--- src/wdt_pkg.sv ---
// Constants, types and register map of the indexed-port watchdog timer.
// Assumes a 125 MHz core clock and a host issuing single-cycle I/O strobes.
//
// Overview of operation
// - Host writes a register index to the index port, then accesses it via data.
// - Two consecutive unlock key writes to the index port open configuration.
// - Writing 08h to index 07h selects the watchdog register group.
// - Writing 01h to index 30h enables the watchdog; off after reset.
// - Index F5h bit 3 picks unit: zero seconds (reset), one minutes.
// - Index F6h holds timeout 01h to FFh; zero stops the timer.
// - Any write to index F6h restarts countdown from the new value.
// - Countdown expiring without a strobe asserts the timeout output.
// - F7h bit 6 set lets keyboard activity restart the countdown.
// - Writing one to F7h bit 5 forces a timeout, bit self-clears.
// - F7h bit 4 reads one once the timer expired, reset zero.
// - Writing the lock key to the index port ends configuration.
// - F7h bit 7 set lets mouse activity restart the countdown.
package wdt_pkg;

    // ----------------------------------------------------------------
    // Ports and keys
    // ----------------------------------------------------------------
    localparam logic [15:0] INDEX_PORT = 16'h002E;
    localparam logic [15:0] DATA_PORT = 16'h002F;
    localparam logic [7:0] UNLOCK_KEY = 8'h87;
    localparam logic [7:0] LOCK_KEY = 8'hAA;

    // ----------------------------------------------------------------
    // Register indices and fields
    // ----------------------------------------------------------------
    localparam logic [7:0] IDX_GROUP_SEL = 8'h07;
    localparam logic [7:0] IDX_ACTIVATE = 8'h30;
    localparam logic [7:0] IDX_UNIT = 8'hF5;
    localparam logic [7:0] IDX_COUNT = 8'hF6;
    localparam logic [7:0] IDX_CTRL = 8'hF7;
    localparam logic [7:0] GROUP_WDT = 8'h08;
    localparam int ACT_BIT = 0;
    localparam int UNIT_BIT = 3;
    localparam int STATUS_BIT = 4;
    localparam int FORCE_BIT = 5;
    localparam int KBD_EN_BIT = 6;
    localparam int MOUSE_EN_BIT = 7;

    // ----------------------------------------------------------------
    // Reset values
    // ----------------------------------------------------------------
    localparam logic [7:0] RST_INDEX = 8'h00;
    localparam logic [7:0] RST_GROUP = 8'h00;
    localparam logic [7:0] RST_COUNT = 8'h00;
    localparam logic [7:0] RST_RDATA = 8'h00;

    // ----------------------------------------------------------------
    // Timing
    // ----------------------------------------------------------------
    localparam int CLK_PERIOD_NS = 8;
    localparam int TICK_PERIOD_S = 1;
    localparam int NS_PER_S = 1000000000;
    localparam int SEC_CYCLES = TICK_PERIOD_S * (NS_PER_S / CLK_PERIOD_NS);
    localparam logic [5:0] SEC_PER_MIN = 6'd60;
    localparam int PRESC_W = 27;

    // ----------------------------------------------------------------
    // Types
    // ----------------------------------------------------------------
    typedef enum logic [1:0] {CFG_LOCKED, CFG_KEY1, CFG_OPEN} cfg_t;

    typedef struct packed {
        logic wr;
        logic rd;
        logic [15:0] addr;
        logic [7:0] wdata;
    } io_req_t;

    typedef struct packed {
        logic [7:0] rdata;
        logic rvalid;
    } io_rsp_t;

    typedef struct packed {
        cfg_t cfg;
        logic [7:0] idx;
        logic [7:0] group;
        logic active;
        logic unit_min;
        logic [7:0] count;
        logic kbd_en;
        logic mouse_en;
        logic status;
        logic [7:0] remain;
        logic [PRESC_W-1:0] presc;
        logic [5:0] minute;
        logic [7:0] rdata;
        logic rvalid;
        logic [1:0] kbd_s;
        logic [1:0] mouse_s;
        logic kbd_d;
        logic mouse_d;
    } wdt_state_t;

endpackage : wdt_pkg

--- src/wdt_top.sv ---
// Watchdog timer behind an index/data I/O port pair.
// Assumes host strobes are synchronous to I_CLK; activity pins are not.
`timescale 1ns/10ps
`default_nettype none
module wdt_top
    import wdt_pkg::*;
#(
    parameter int unsigned P_SEC_CYCLES = SEC_CYCLES
) (
    input wire logic I_CLK,
    input wire logic I_RST,
    input wire io_req_t I_IO_REQ,
    output io_rsp_t O_IO_RSP,
    input wire logic I_KBD_ACT,
    input wire logic I_MOUSE_ACT,
    output logic O_WDT_TIMEOUT
);

    wdt_state_t s_q;
    wdt_state_t s_d;

    logic wr_idx, wr_dat, rd_any, sel, open;
    logic w_act, w_unit, w_cnt, w_ctrl, force_to;
    logic kbd_ev, mouse_ev, reload, running, sec_tick, unit_tick, expire;
    logic [PRESC_W-1:0] presc_last;

    // ----------------------------------------------------------------
    // Port decode
    // ----------------------------------------------------------------
    assign presc_last = PRESC_W'(P_SEC_CYCLES - 1);
    assign open = (s_q.cfg == CFG_OPEN);
    assign wr_idx = I_IO_REQ.wr && (I_IO_REQ.addr == INDEX_PORT);
    assign wr_dat = I_IO_REQ.wr && (I_IO_REQ.addr == DATA_PORT) && open;
    assign rd_any = I_IO_REQ.rd &&
        ((I_IO_REQ.addr == INDEX_PORT) || (I_IO_REQ.addr == DATA_PORT));
    assign sel = (s_q.group == GROUP_WDT);
    assign w_act = wr_dat && sel && (s_q.idx == IDX_ACTIVATE);
    assign w_unit = wr_dat && sel && (s_q.idx == IDX_UNIT);
    assign w_cnt = wr_dat && sel && (s_q.idx == IDX_COUNT);
    assign w_ctrl = wr_dat && sel && (s_q.idx == IDX_CTRL);
    assign force_to = w_ctrl && I_IO_REQ.wdata[FORCE_BIT];

    // ----------------------------------------------------------------
    // Countdown control
    // ----------------------------------------------------------------
    assign kbd_ev = s_q.kbd_s[1] && !s_q.kbd_d && s_q.kbd_en;
    assign mouse_ev = s_q.mouse_s[1] && !s_q.mouse_d && s_q.mouse_en;
    assign reload = (kbd_ev || mouse_ev) && s_q.active && !w_cnt;
    assign running = s_q.active && (s_q.count != 8'h00) &&
        (s_q.remain != 8'h00);
    assign sec_tick = running && !reload && (s_q.presc == presc_last);
    assign unit_tick = sec_tick &&
        (!s_q.unit_min || (s_q.minute == SEC_PER_MIN - 6'd1));
    assign expire = unit_tick && !w_cnt && (s_q.remain == 8'h01);

    always_comb begin
        s_d = s_q;
        s_d.rvalid = 1'b0;
        s_d.kbd_s = {s_q.kbd_s[0], I_KBD_ACT};
        s_d.mouse_s = {s_q.mouse_s[0], I_MOUSE_ACT};
        s_d.kbd_d = s_q.kbd_s[1];
        s_d.mouse_d = s_q.mouse_s[1];

        // Key sequence and index capture
        if (wr_idx) begin
            case (s_q.cfg)
                CFG_LOCKED: begin
                    if (I_IO_REQ.wdata == UNLOCK_KEY) begin
                        s_d.cfg = CFG_KEY1;
                    end
                end
                CFG_KEY1: begin
                    s_d.cfg = (I_IO_REQ.wdata == UNLOCK_KEY) ?
                        CFG_OPEN : CFG_LOCKED;
                end
                CFG_OPEN: begin
                    if (I_IO_REQ.wdata == LOCK_KEY) begin
                        s_d.cfg = CFG_LOCKED;
                    end else begin
                        s_d.idx = I_IO_REQ.wdata;
                    end
                end
                default: s_d.cfg = CFG_LOCKED;
            endcase
        end

        // Data port writes routed by the current index
        if (wr_dat && (s_q.idx == IDX_GROUP_SEL)) begin
            s_d.group = I_IO_REQ.wdata;
        end
        if (w_act) begin
            s_d.active = I_IO_REQ.wdata[ACT_BIT];
        end
        if (w_unit) begin
            s_d.unit_min = I_IO_REQ.wdata[UNIT_BIT];
        end
        if (w_ctrl) begin
            s_d.kbd_en = I_IO_REQ.wdata[KBD_EN_BIT];
            s_d.mouse_en = I_IO_REQ.wdata[MOUSE_EN_BIT];
        end

        // Prescaler and countdown
        if (w_cnt || reload || !running || sec_tick) begin
            s_d.presc = '0;
        end else begin
            s_d.presc = s_q.presc + PRESC_W'(1);
        end
        if (w_cnt || reload || !running || unit_tick) begin
            s_d.minute = 6'd0;
        end else if (sec_tick) begin
            s_d.minute = s_q.minute + 6'd1;
        end
        if (w_cnt) begin
            s_d.count = I_IO_REQ.wdata;
            s_d.remain = I_IO_REQ.wdata;
        end else if (reload) begin
            s_d.remain = s_q.count;
        end else if (unit_tick) begin
            s_d.remain = s_q.remain - 8'd1;
        end

        // Status: a count write clears it and suppresses expiry in its cycle; force sets it
        if (w_cnt) begin
            s_d.status = 1'b0;
        end
        if (expire || force_to) begin
            s_d.status = 1'b1;
        end

        // Read data
        if (rd_any) begin
            s_d.rvalid = 1'b1;
            s_d.rdata = 8'h00;
            if (open && (I_IO_REQ.addr == INDEX_PORT)) begin
                s_d.rdata = s_q.idx;
            end else if (open) begin
                case (s_q.idx)
                    IDX_GROUP_SEL: s_d.rdata = s_q.group;
                    IDX_ACTIVATE: s_d.rdata = sel ? {7'd0, s_q.active} : 8'h00;
                    IDX_UNIT: s_d.rdata = sel ? {4'd0, s_q.unit_min, 3'd0} : 8'h00;
                    IDX_COUNT: s_d.rdata = sel ? s_q.count : 8'h00;
                    IDX_CTRL: s_d.rdata = sel ? {s_q.mouse_en, s_q.kbd_en,
                        1'b0, s_q.status, 4'd0} : 8'h00;
                    default: s_d.rdata = 8'h00;
                endcase
            end
        end
    end

    always_ff @(posedge I_CLK) begin
        if (I_RST) begin
            s_q <= '0;
            s_q.cfg <= CFG_LOCKED;
            s_q.idx <= RST_INDEX;
            s_q.group <= RST_GROUP;
            s_q.count <= RST_COUNT;
            s_q.remain <= RST_COUNT;
            s_q.rdata <= RST_RDATA;
        end else begin
            s_q <= s_d;
        end
    end

    assign O_IO_RSP = '{rdata: s_q.rdata, rvalid: s_q.rvalid};
    assign O_WDT_TIMEOUT = s_q.status;
endmodule : wdt_top
`default_nettype wire

--- config.mk ---
export PLATFORM = sky130hd
export DESIGN_NAME = wdt_top
export DESIGN_NICKNAME = d
export VERILOG_FILES = /design/src/wdt_pkg.sv /design/src/wdt_top.sv
export SDC_FILE = /design/constraint.sdc
export NUM_CORES = 1
export LEC_CHECK = 0
export BUFFER_PORTS_ARGS = -buffer_cell sky130_fd_sc_hd__buf_4
export CORE_ASPECT_RATIO = 0.8
export CORE_UTILIZATION = 25
export DETAILED_ROUTE_END_ITERATION = 6
export PLACE_DENSITY_LB_ADDON = 0.12
export SLEW_MARGIN = 20
export SYNTH_ARGS = -nofsm -noshare
export SYNTH_HDL_FRONTEND = slang
export SYNTH_SLANG_ARGS = --single-unit
export TNS_END_PERCENT = 50
--- constraint.sdc ---
create_clock -name I_CLK -period 2.3 [get_ports I_CLK]
set_input_delay 0.345 -clock I_CLK [delete_from_list [all_inputs] [get_ports I_CLK]]
set_output_delay 0.345 -clock I_CLK [all_outputs]
set_load 0.05 [all_outputs]
-- Word-level counts from Yosys, hierarchy flattened
Index checks and enable logic that the tools add are counted.
- output and inout bits: 10
- input port bits: 30
- register bits: 87
- word-level logic and storage cells: 104
- $add $sub $neg: 3
- reduce and logical (&&, ||, !) cells: 48
- multiplexer cells: 17
- eq/ne operators: 17
- bitwise logic cells: 1
- operator list (kind ; count):
    $mux 8 ; 7
    $eq 8x8->1 const B ; 5
    $pmux 8 s5 ; 1
    $eq 16x6->1 const B ; 2
    $add 27x1->27 const B ; 1
    $eq 27x27->1 const B ; 1
    $logic_and 1x1->1 ; 25
    $reduce_bool 8->1 ; 2
    $eq 8x1->1 const B ; 1
    $eq 8x3->1 const B ; 1
    $eq 8x4->1 const B ; 1
    $eq 8x6->1 const B ; 1
    $logic_or 1x1->1 ; 8
    $sub 8x1->8 const B ; 1
    $add 6x1->6 const B ; 1
    $eq 6x6->1 const B ; 1
    $logic_not 1->1 ; 6
    $mux 2 ; 3
    $pmux 2 s3 ; 1
    $reduce_and 3->1 ; 2
    $mux 1 ; 4
    $mux 4 ; 1
    $reduce_or 2->1 ; 2
    $reduce_bool 3->1 ; 1
    7 further kinds ; 7

-- Longest topological paths before layout
Gate-level depths: netlist of the first run.
- depth after elaboration: 15
- gate-level depth with buffers: 9

-- Least setup slack after synthesis of the first run
Ideal clock, no wire load.
- kind: input -> register
- from: input I_IO_REQ[12] (netlist name)
- to: register s_q[15] (netlist name)
- setup time: 0.121 ns
- arrival: 1.976 ns
- stages: 7
- setup slack: 0.203 ns
- data required time: 2.179 ns
- path buffers: 1
- cells stage by stage: or4b_4 -> nor4_4 -> a31o_2 -> o21bai_2 -> or2_1 -> clkbuf_1 -> nor2_1
- word-level cells in the longest chain between the ends: 13
- ends and longest elaborated chain (item ; line ; text):
    from (decl) ; wdt_top.sv:12 ; input wire io_req_t I_IO_REQ,
    $eq 16x6->1 (*) ; wdt_top.sv:33 ; assign wr_dat = I_IO_REQ.wr && (I_IO_REQ.addr == DATA_PORT) && open;
    $logic_and 1x1->1 (*) (2 in a row) ; wdt_top.sv:33 ;
    $logic_and 1x1->1 (*) (2 in a row) ; wdt_top.sv:39 ; assign w_cnt = wr_dat && sel && (s_q.idx == IDX_COUNT);
    $logic_not 1->1 ; wdt_top.sv:48 ; assign reload = (kbd_ev || mouse_ev) && s_q.active && !w_cnt;
    $logic_and 1x1->1 ; wdt_top.sv:48 ;
    $logic_not 1->1 ; wdt_top.sv:51 ; assign sec_tick = running && !reload && (s_q.presc == presc_last);
    $logic_and 1x1->1 (2 in a row) ; wdt_top.sv:51 ;
    $logic_and 1x1->1 ; wdt_top.sv:52 ; assign unit_tick = sec_tick &&
    $logic_or 1x1->1 ; wdt_top.sv:108 ; if (w_cnt || reload || !running || unit_tick) begin
    $reduce_or 2->1 (no line) ; n/a ;
    to (decl) ; wdt_top.sv:19 ; wdt_state_t s_q;
Mark *: on every way between the ends. The rest lies on a longest branch, timed or not.
A chain may end at the register's enable or synchronous reset.

-- Final worst setup path of the first run
- from: register s_q[30] (netlist name)
- to: register s_q[36] (netlist name)
- word-level cells in the longest chain between the ends: 4
- ends and longest elaborated chain (item):
    branches (longest 4 deep; another with $add 27x1->27)
Several ways; the timed one is not identified.

==> metrics.md, run 1 <==
| Metric | Value |
|---|---|
| Relative slew margins | 0.544 |
| Overall routed net length | 12,300 um |
| Utilization after layout | 0.333 |
| Number of antenna violations at the first check in global routing | 0 |
| Detailed router's first-iteration violation count | 331 |
| Placeable core region | 16,800 um2 |
| Area added between synthesis and finish | 27.9% |
| Total number of vias | 3,860 |
| First-pass GRT wire length | 20,100 um |
| Clock tree buffer depth | 2 |
| Timing startpoint of the critical path | s_q[30] |
| Worst endpoint data arrival time | 2410 ps |
| Count of input and output buffers | 39 |
| Synth Cell Area | 4380 um2 |
| Status | finished, final reports clean |
| Setup CP Type | flop to flop |
| Switching power share of the total | 0.225 |
| Sequence of cells on the critical path | buf_4 -> or4b_2 -> nor4_1 -> buf_4 -> or3_1 -> buf_12 -> nor2_1 |
| Dominant synthesized flop cell | sky130_fd_sc_hd__dfxtp_1 |
| Post-Synthesis Mean Instance Area | 8.75 um2 |
| Total iterations of the first detailed-routing run | 7 |
| Start of the worst register-to-register path | s_q[30] |
| Power density normalized to cell area | 542 nW/um2 |
| Pwr Total | 0.00304 W |
| TritonCTS clock tree | built |
| Setup crit end kind | flop |
| Most frequent cell on the critical path | sky130_fd_sc_hd__buf_4 |
| Hold violation count in the final report | 0 |
| Fraction of final layout cells with drive strength greater than 1 | 0.242 |
| Hold Slack | 211 ps |
| Type of the worst min-delay path | input port to flop |
| Vert. Die Dim | 120 um |
| Antenna-violating nets left | 0 |
| Clock slew at reported path FFs | 70 ps |
| Combinational fraction of design power | 0.030 |
| Setup repair after global routing missed its margin | true |
| Final clock skew | 9.92 ps |
| Number of nets in the synthesized netlist | 535 |
| Layout filler cell count | 1,746 |
| Cell type with the highest aggregate area in the netlist | sky130_fd_sc_hd__dfxtp_1 |
| Flop and latch count out of synthesis | 87 |
| Number of placement rows | 42 |
| Delay of the slowest critical-path stage | 680 ps |
| Antenna diodes | 0 |
| Largest cells by area after synthesis | sky130_fd_sc_hd__dfxtp_1, sky130_fd_sc_hd__nor2_1, sky130_fd_sc_hd__mux2i_1 |
| Buffer and inverter count on the worst path | 3 |
| Required time of the worst setup path | 2530 ps |
| All-layer global routing usage | 0.146 |
| Placer Congestion | 0.796 |
| Final-stage net count | 616 |
| Final setup viols | 0 |
| Ys async rst share | 0 |
| Number of sinks on the clock net | 87 |
| Num CTS Buffers | 9 |
| Peak fanout along the critical path | 27 |
| IR Drop Worst-Case VDD | 0.000312 V |
| Worst Max-Slew Pin Slew | 680 ps |
| Latest clock arrival within the worst-skew pair | 350 ps |
| Remaining global-route overflow | 0 |
| Via count of the first global-routing pass | 3,700 |
| Count of final max-slew check failures | 0 |
| Maximum number of pins on one net before global-route repair | 28 |
| Sequential cell area in the final layout | 1740 um2 |
| Commonest cells in the synthesized netlist | sky130_fd_sc_hd__dfxtp_1, sky130_fd_sc_hd__nor2_1, sky130_fd_sc_hd__nand2_1 |
| Post-route insts no fill | 806 |
| Number of flops mapped to enable cells by yosys | 0 |
| Average wire per standard cell | 15.2 um |
| Fraction of the yosys area taken by sequential cells | 0.398 |
| Die width | 150 um |
| Number of placed instances, taps included | 789 |
| Count of synthesis-stage warnings from yosys | 0 |
| Number of maximum-capacitance constraint violations | 0 |
| Timing-limited maximum frequency | 460 MHz |
| Vias per cell | 4.79 |
| Portion of total power attributed to the clock network | 0.473 |
| Die area | 18,000 um2 |
| Internal power | 0.00235 W |
| DRC violation count after routing | 0 |
| HPWL after detailed placement | 9370 um |
| Number of H-tree branching levels | 3 |
| Cell with the largest stage delay on the worst path | sky130_fd_sc_hd__or4b_2 |
| Synth cell types | 64 |
| Switching Power | 0.000683 W |
| Portion of total power attributed to sequential cells | 0.498 |
| Leakage power figure | 2.06 nW |
| Effective utilization at floorplan | 0.260 |
| I/O pin count | 40 |
| Startpoint of the lowest-slack hold path | I_MOUSE_ACT |
| Number of hold-repair buffers added at the cts stage | 0 |
| Tmin final | 2170 ps |
| Area of combinational cells with multiple inputs | 2470 um2 |
| Cell count after synthesis | 500 |
| Yosys top cell area share | 0.398 |
| Startpoint type of the worst setup path | flop |
| CTS root buf | sky130_fd_sc_hd__clkbuf_16 |
| Ratio of final minimum period to clock period | 0.944 |
| Dominant delay contributor by cell family on the critical path | simple AND/OR/NAND/NOR gates |
| Most repeated cell in the gate-level netlist after synthesis | sky130_fd_sc_hd__dfxtp_1 |
-- cell type report --
type                    count  share of cell area
clock inverters             5             0.00715
clock buffers              11              0.0451
multi-input cells         377               0.441
flip-flops and latches     87               0.311
repair buffers             99               0.142
inverters                   7             0.00469
well taps                 220              0.0492
-- registers in the layout, summed over array words and instances, names as in the netlist --
register,count
O_IO_RSP,9
O_WDT_TIMEOUT,1
s_d,4
s_q,73
-- power groups by stage --
stage	clock, W	combinational, W	sequential, W
after floorplan	0	0.0000271	0.00154
after global placement	0	0.0000907	0.00155
after detailed placement	0	0.0000915	0.00155
after CTS	0.00150	0.0000915	0.00151
after global routing	0.00156	0.0000984	0.00151
final	0.00143	0.0000901	0.00151
-- cells by family after synthesis --
group	synth area share
flops	0.398
compound gates	0.126
simple gates	0.303
mux	0.0457
xor+xnor	0.0680
buf+inv	0.0449
fa+ha+maj	0.0143
-- metal layers --
metal  GRT usage  share of wire
met5           0              0
met4      0.0492          0.012
met1       0.221           0.56
met3      0.0317          0.040
met2       0.198           0.39
-- worst paths after layout --
check,slack (ps),cells past startpoint,to
setup / recovery,130,7,s_q[36]
hold / removal,210,2,s_d[3]
setup reg to reg,130,7,s_q[36]
hold reg to reg,440,1,s_d[0]
-- stage by stage --
step	instance area, um2	setup WS (ps)	TNS, ps
5_1_grt	5600	-10.4	-20.1
4_1_cts	5570	9.21	0
6_report	5600	128	0
3_3_place_gp	5270	-106	-770
2_1_floorplan	4380	203	0
3_5_place_dp	5270	-84.5	-613
-- placed cells by master, fill, tap and decap left out, types with 4 or more instances in the layout --
cell and n:
sky130_fd_sc_hd__nand3_1 16, sky130_fd_sc_hd__nand2_1 44, sky130_fd_sc_hd__or4_1 5, sky130_fd_sc_hd__a22oi_1 5, sky130_fd_sc_hd__buf_12 4, sky130_fd_sc_hd__nor4_1 6
sky130_fd_sc_hd__nand4_1 12, sky130_fd_sc_hd__nor2b_1 8, sky130_fd_sc_hd__nand4b_1 4, sky130_fd_sc_hd__nor2_1 77, sky130_fd_sc_hd__and3_1 10, sky130_fd_sc_hd__xor2_1 20
sky130_fd_sc_hd__o21bai_1 9, sky130_fd_sc_hd__clkbuf_16 9, sky130_fd_sc_hd__or2_2 6, sky130_fd_sc_hd__ha_1 5, sky130_fd_sc_hd__xnor2_1 14, sky130_fd_sc_hd__inv_1 7
sky130_fd_sc_hd__a31oi_1 9, sky130_fd_sc_hd__a21oi_1 16, sky130_fd_sc_hd__nor3_1 6, sky130_fd_sc_hd__buf_4 95, sky130_fd_sc_hd__a211oi_1 7, sky130_fd_sc_hd__dfxtp_1 86
sky130_fd_sc_hd__mux2i_1 20, sky130_fd_sc_hd__and4_1 7
-- timing repair --
item	4_1_cts	5_1_grt
pin swaps	0	3
endpoints found under the setup margin	9	7
cloned	0	0
setup buffers	0	1
gates resized for setup	2	5
Power figures use the tool's default switching activity.
==> inputs of run 2 (changes only) <==
--- a/config.mk
+++ b/config.mk
@@ -8,8 +8,9 @@
 export BUFFER_PORTS_ARGS = -buffer_cell sky130_fd_sc_hd__buf_4
 export CORE_ASPECT_RATIO = 0.8
 export CORE_UTILIZATION = 25
+export CTS_CLUSTER_DIAMETER = 60
 export DETAILED_ROUTE_END_ITERATION = 6
-export PLACE_DENSITY_LB_ADDON = 0.12
+export PLACE_DENSITY = 0.51
 export SLEW_MARGIN = 20
 export SYNTH_ARGS = -nofsm -noshare
 export SYNTH_HDL_FRONTEND = slang
==> run 2 against run 1 <==
Die area is the same. Power is 2.4% higher. Via count increased by 0.49%. Worst setup slack worse by 29 ps. Clock power up 6%. Critical path type unchanged.
==> metrics.md, run 2 (synthesis gave the netlist of run 1 again) <==
| Metric | Value |
|---|---|
| TritonCTS clock tree | built |
| Setup CP Type | flop to flop |
| Status | finished, final reports clean |
| Type of the worst min-delay path | input port to flop |
| Cell area after placement | 5160 um2 (-2.0%) |
| Postcts setup bufs | 0 (unchanged) |
| Number of maximum-capacitance constraint violations | 0 (unchanged) |
| First-pass GRT wire length | 19,100 um (-4.8%) |
| Final-stage net count | 605 (-1.8%) |
| Average wire per standard cell | 14.8 um (-2.6%) |
| Hold violation count in the final report | 0 (unchanged) |
| Combinational fraction of design power | 0.028 (-0.002) |
| Portion of total power attributed to sequential cells | 0.486 (-0.012) |
| Most used cells in the layout excluding fill and tap cells | sky130_fd_sc_hd__dfxtp_1, sky130_fd_sc_hd__buf_4, sky130_fd_sc_hd__nor2_1 |
| HPWL after detailed placement | 8740 um (-6.8%) |
| Utilization after layout | 0.329 (-0.00350) |
| Setup crit end kind | flop |
| Setup repair after global routing missed its margin | true |
| Area added between synthesis and finish | 26.6% |
| Tmin final | 2200 ps (+28.9 ps) |
| Clock tree buffer depth | 2 (unchanged) |
| Post-route cell area | 5540 um2 (-1.1%) |
| Total iterations of the first detailed-routing run | 6 (-1) |
| Peak fanout along the critical path | 6 (-78%) |
| Count of input and output buffers | 39 (unchanged) |
| Setup slack of the critical path after layout | 98.9 ps (-28.9 ps) |
| Number of hold-repair buffers added at the cts stage | 0 (unchanged) |
| Total number of vias | 3,879 (+0.49%) |
| Die area | 18,000 um2 (unchanged) |
| Final setup viols | 0 (unchanged) |
| Overall routed net length | 11,800 um (-3.9%) |
| Pwr Total | 0.00311 W (+2.4%) |
| Delay of the slowest critical-path stage | 560 ps (-120 ps) |
| Depth of the worst hold-timing path | 2 (unchanged) |
| Flip-flop count of the largest register, all copies and words added | 73 (unchanged) |
| Switching power share of the total | 0.219 (-0.00655) |
| Count of final max-slew check failures | 0 (unchanged) |
| Vias per cell | 4.88 (+1.9%) |
| R2R cell count | 7 (unchanged) |
| Timing-limited maximum frequency | 454 MHz (-1.3%) |
| Internal power | 0.00243 W (+3.3%) |
| I/O pin count | 40 (unchanged) |
| Number of placement rows | 42 (unchanged) |
| Fraction of final layout cells with drive strength greater than 1 | 0.238 (-0.00406) |
| Antenna diodes | 0 (unchanged) |
| Required time of the worst setup path | 2560 ps (+30 ps) |
| Largest reg by FF count | s_q |
| Dominant delay contributor by cell family on the critical path | compound AO/OA/AOI/OAI gates |
| Number of H-tree branching levels | 3 (unchanged) |
| Final clock skew | 16.0 ps (+6.10 ps) |
| Power density normalized to cell area | 562 nW/um2 (+3.5%) |
| Clock slew at reported path FFs | 60 ps (about the same) |
| Sequence of cells on the critical path | ha_2 -> and4_1 -> nand4_1 -> a2111o_1 -> nor2_1 -> a41oi_1 -> o31ai_1 |
| Maximum number of pins on one net before global-route repair | 33 (+18%) |
| Post-placement worst setup slack | -51.8 ps (+32.7 ps) |
| Vert. Die Dim | 120 um (unchanged) |
| Ratio of final minimum period to clock period | 0.957 (+0.0126) |
| Latest clock arrival within the worst-skew pair | 360 ps (about the same) |
| Startpoint type of the worst setup path | flop |
| Worst endpoint data arrival time | 2460 ps (+50 ps) |
| Placer Congestion | 0.825 (+3.6%) |
| Leakage power figure | 2.02 nW (-2.0%) |
| IR Drop Worst-Case VDD | 0.000300 V (-3.7%) |
| Detailed router's first-iteration violation count | 343 (+3.6%) |
| Setup TNS Final | 0 ps (unchanged) |
| Worst Max-Slew Pin Slew | 746 ps (+66.0 ps) |
| Buffer and inverter count on the worst path | 0 (-3) |
| CTS root buf | sky130_fd_sc_hd__clkbuf_16 |
| Num CTS Buffers | 9 (unchanged) |
| Number of antenna violations at the first check in global routing | 0 (unchanged) |
| Cell with the largest stage delay on the worst path | sky130_fd_sc_hd__a2111o_1 |
| Antenna-violating nets left | 0 (unchanged) |
| Remaining global-route overflow | 0 (unchanged) |
| Commonest non-fill, non-tap cell in the layout | sky130_fd_sc_hd__dfxtp_1 |
| Placeable core region | 16,800 um2 (unchanged) |
| All-layer global routing usage | 0.136 (-0.00943) |
| Via count of the first global-routing pass | 3,689 (-0.30%) |
| DRC violation count after routing | 0 (unchanged) |
| Effective utilization at floorplan | 0.260 (unchanged) |
| Number of sinks on the clock net | 87 (unchanged) |
| Portion of total power attributed to the clock network | 0.486 (+0.013) |
| Relative slew margins | 0.500 (-0.0442) |
| Switching Power | 0.000680 W (-0.53%) |
| Die width | 150 um (unchanged) |
| Instance count on the critical path | 7 (unchanged) |
| Layout filler cell count | 1,765 (+1.1%) |
-- run 2: cell type report --
type,count,area (um2),area share
clock buffers,10,239,0.0431
clock inverters,6,68.8,0.0124
inverters,7,26.3,0.00474
multi-input cells,378,2510,0.453
flip-flops and latches,87,1740,0.314
well taps,220,275,0.0497
repair buffers,87,678,0.122
-- run 2: what timing repair did --
item | 4_1_cts | 5_1_grt
resized for setup | 1 | 13
endpoints found under the setup margin | 8 | 12
gates cloned | 0 | 1
pin swaps | 0 | 5
-- run 2: final timing paths --
path | endpoint | from | slack, ps
worst max-delay path | O_WDT_TIMEOUT | s_q[22] | 100
worst min-delay path | s_d[3] | I_MOUSE_ACT | 210
worst max register to register | O_WDT_TIMEOUT | s_q[22] | 100
worst min register to register | s_d[0] | s_d[3] | 440
-- run 2: worst reg2reg max path: stages, from the launching register on --
cell and delay, ps:
sky130_fd_sc_hd__dfxtp_1 360, sky130_fd_sc_hd__ha_2 200, sky130_fd_sc_hd__and4_1 240, sky130_fd_sc_hd__nand4_1 110, sky130_fd_sc_hd__a2111o_1 560, sky130_fd_sc_hd__nor2_1 250
sky130_fd_sc_hd__a41oi_1 190, sky130_fd_sc_hd__o31ai_1 220
-- run 2: power groups by stage --
| stage | logic [W] | registers [W] | clock network, W |
|---|---|---|---|
| 2_1_floorplan | 0.0000271 | 0.00154 | 0 |
| 3_3_place_gp | 0.0000880 | 0.00155 | 0 |
| 3_5_place_dp | 0.0000895 | 0.00155 | 0 |
| 4_1_cts | 0.0000897 | 0.00151 | 0.00156 |
| 5_1_grt | 0.0000968 | 0.00151 | 0.00162 |
| 6_report | 0.0000886 | 0.00151 | 0.00151 |
-- run 2: per-stage QoR --
stage | instances | hold WS (ps)
6_report | 795 | 206
5_1_grt | 795 | 218
4_1_cts | 794 | 197
3_5_place_dp | 778 | 420
3_3_place_gp | 778 | 418
2_1_floorplan | 500 | 414
-- run 2: per-layer routing --
metal  GRT usage  wire, um  up-vias
met2       0.198      4950       93
met5           0         0        -
met1       0.197      6040     1841
li1            -         -     1934
met3      0.0336       680       11
met4      0.0360       128        0
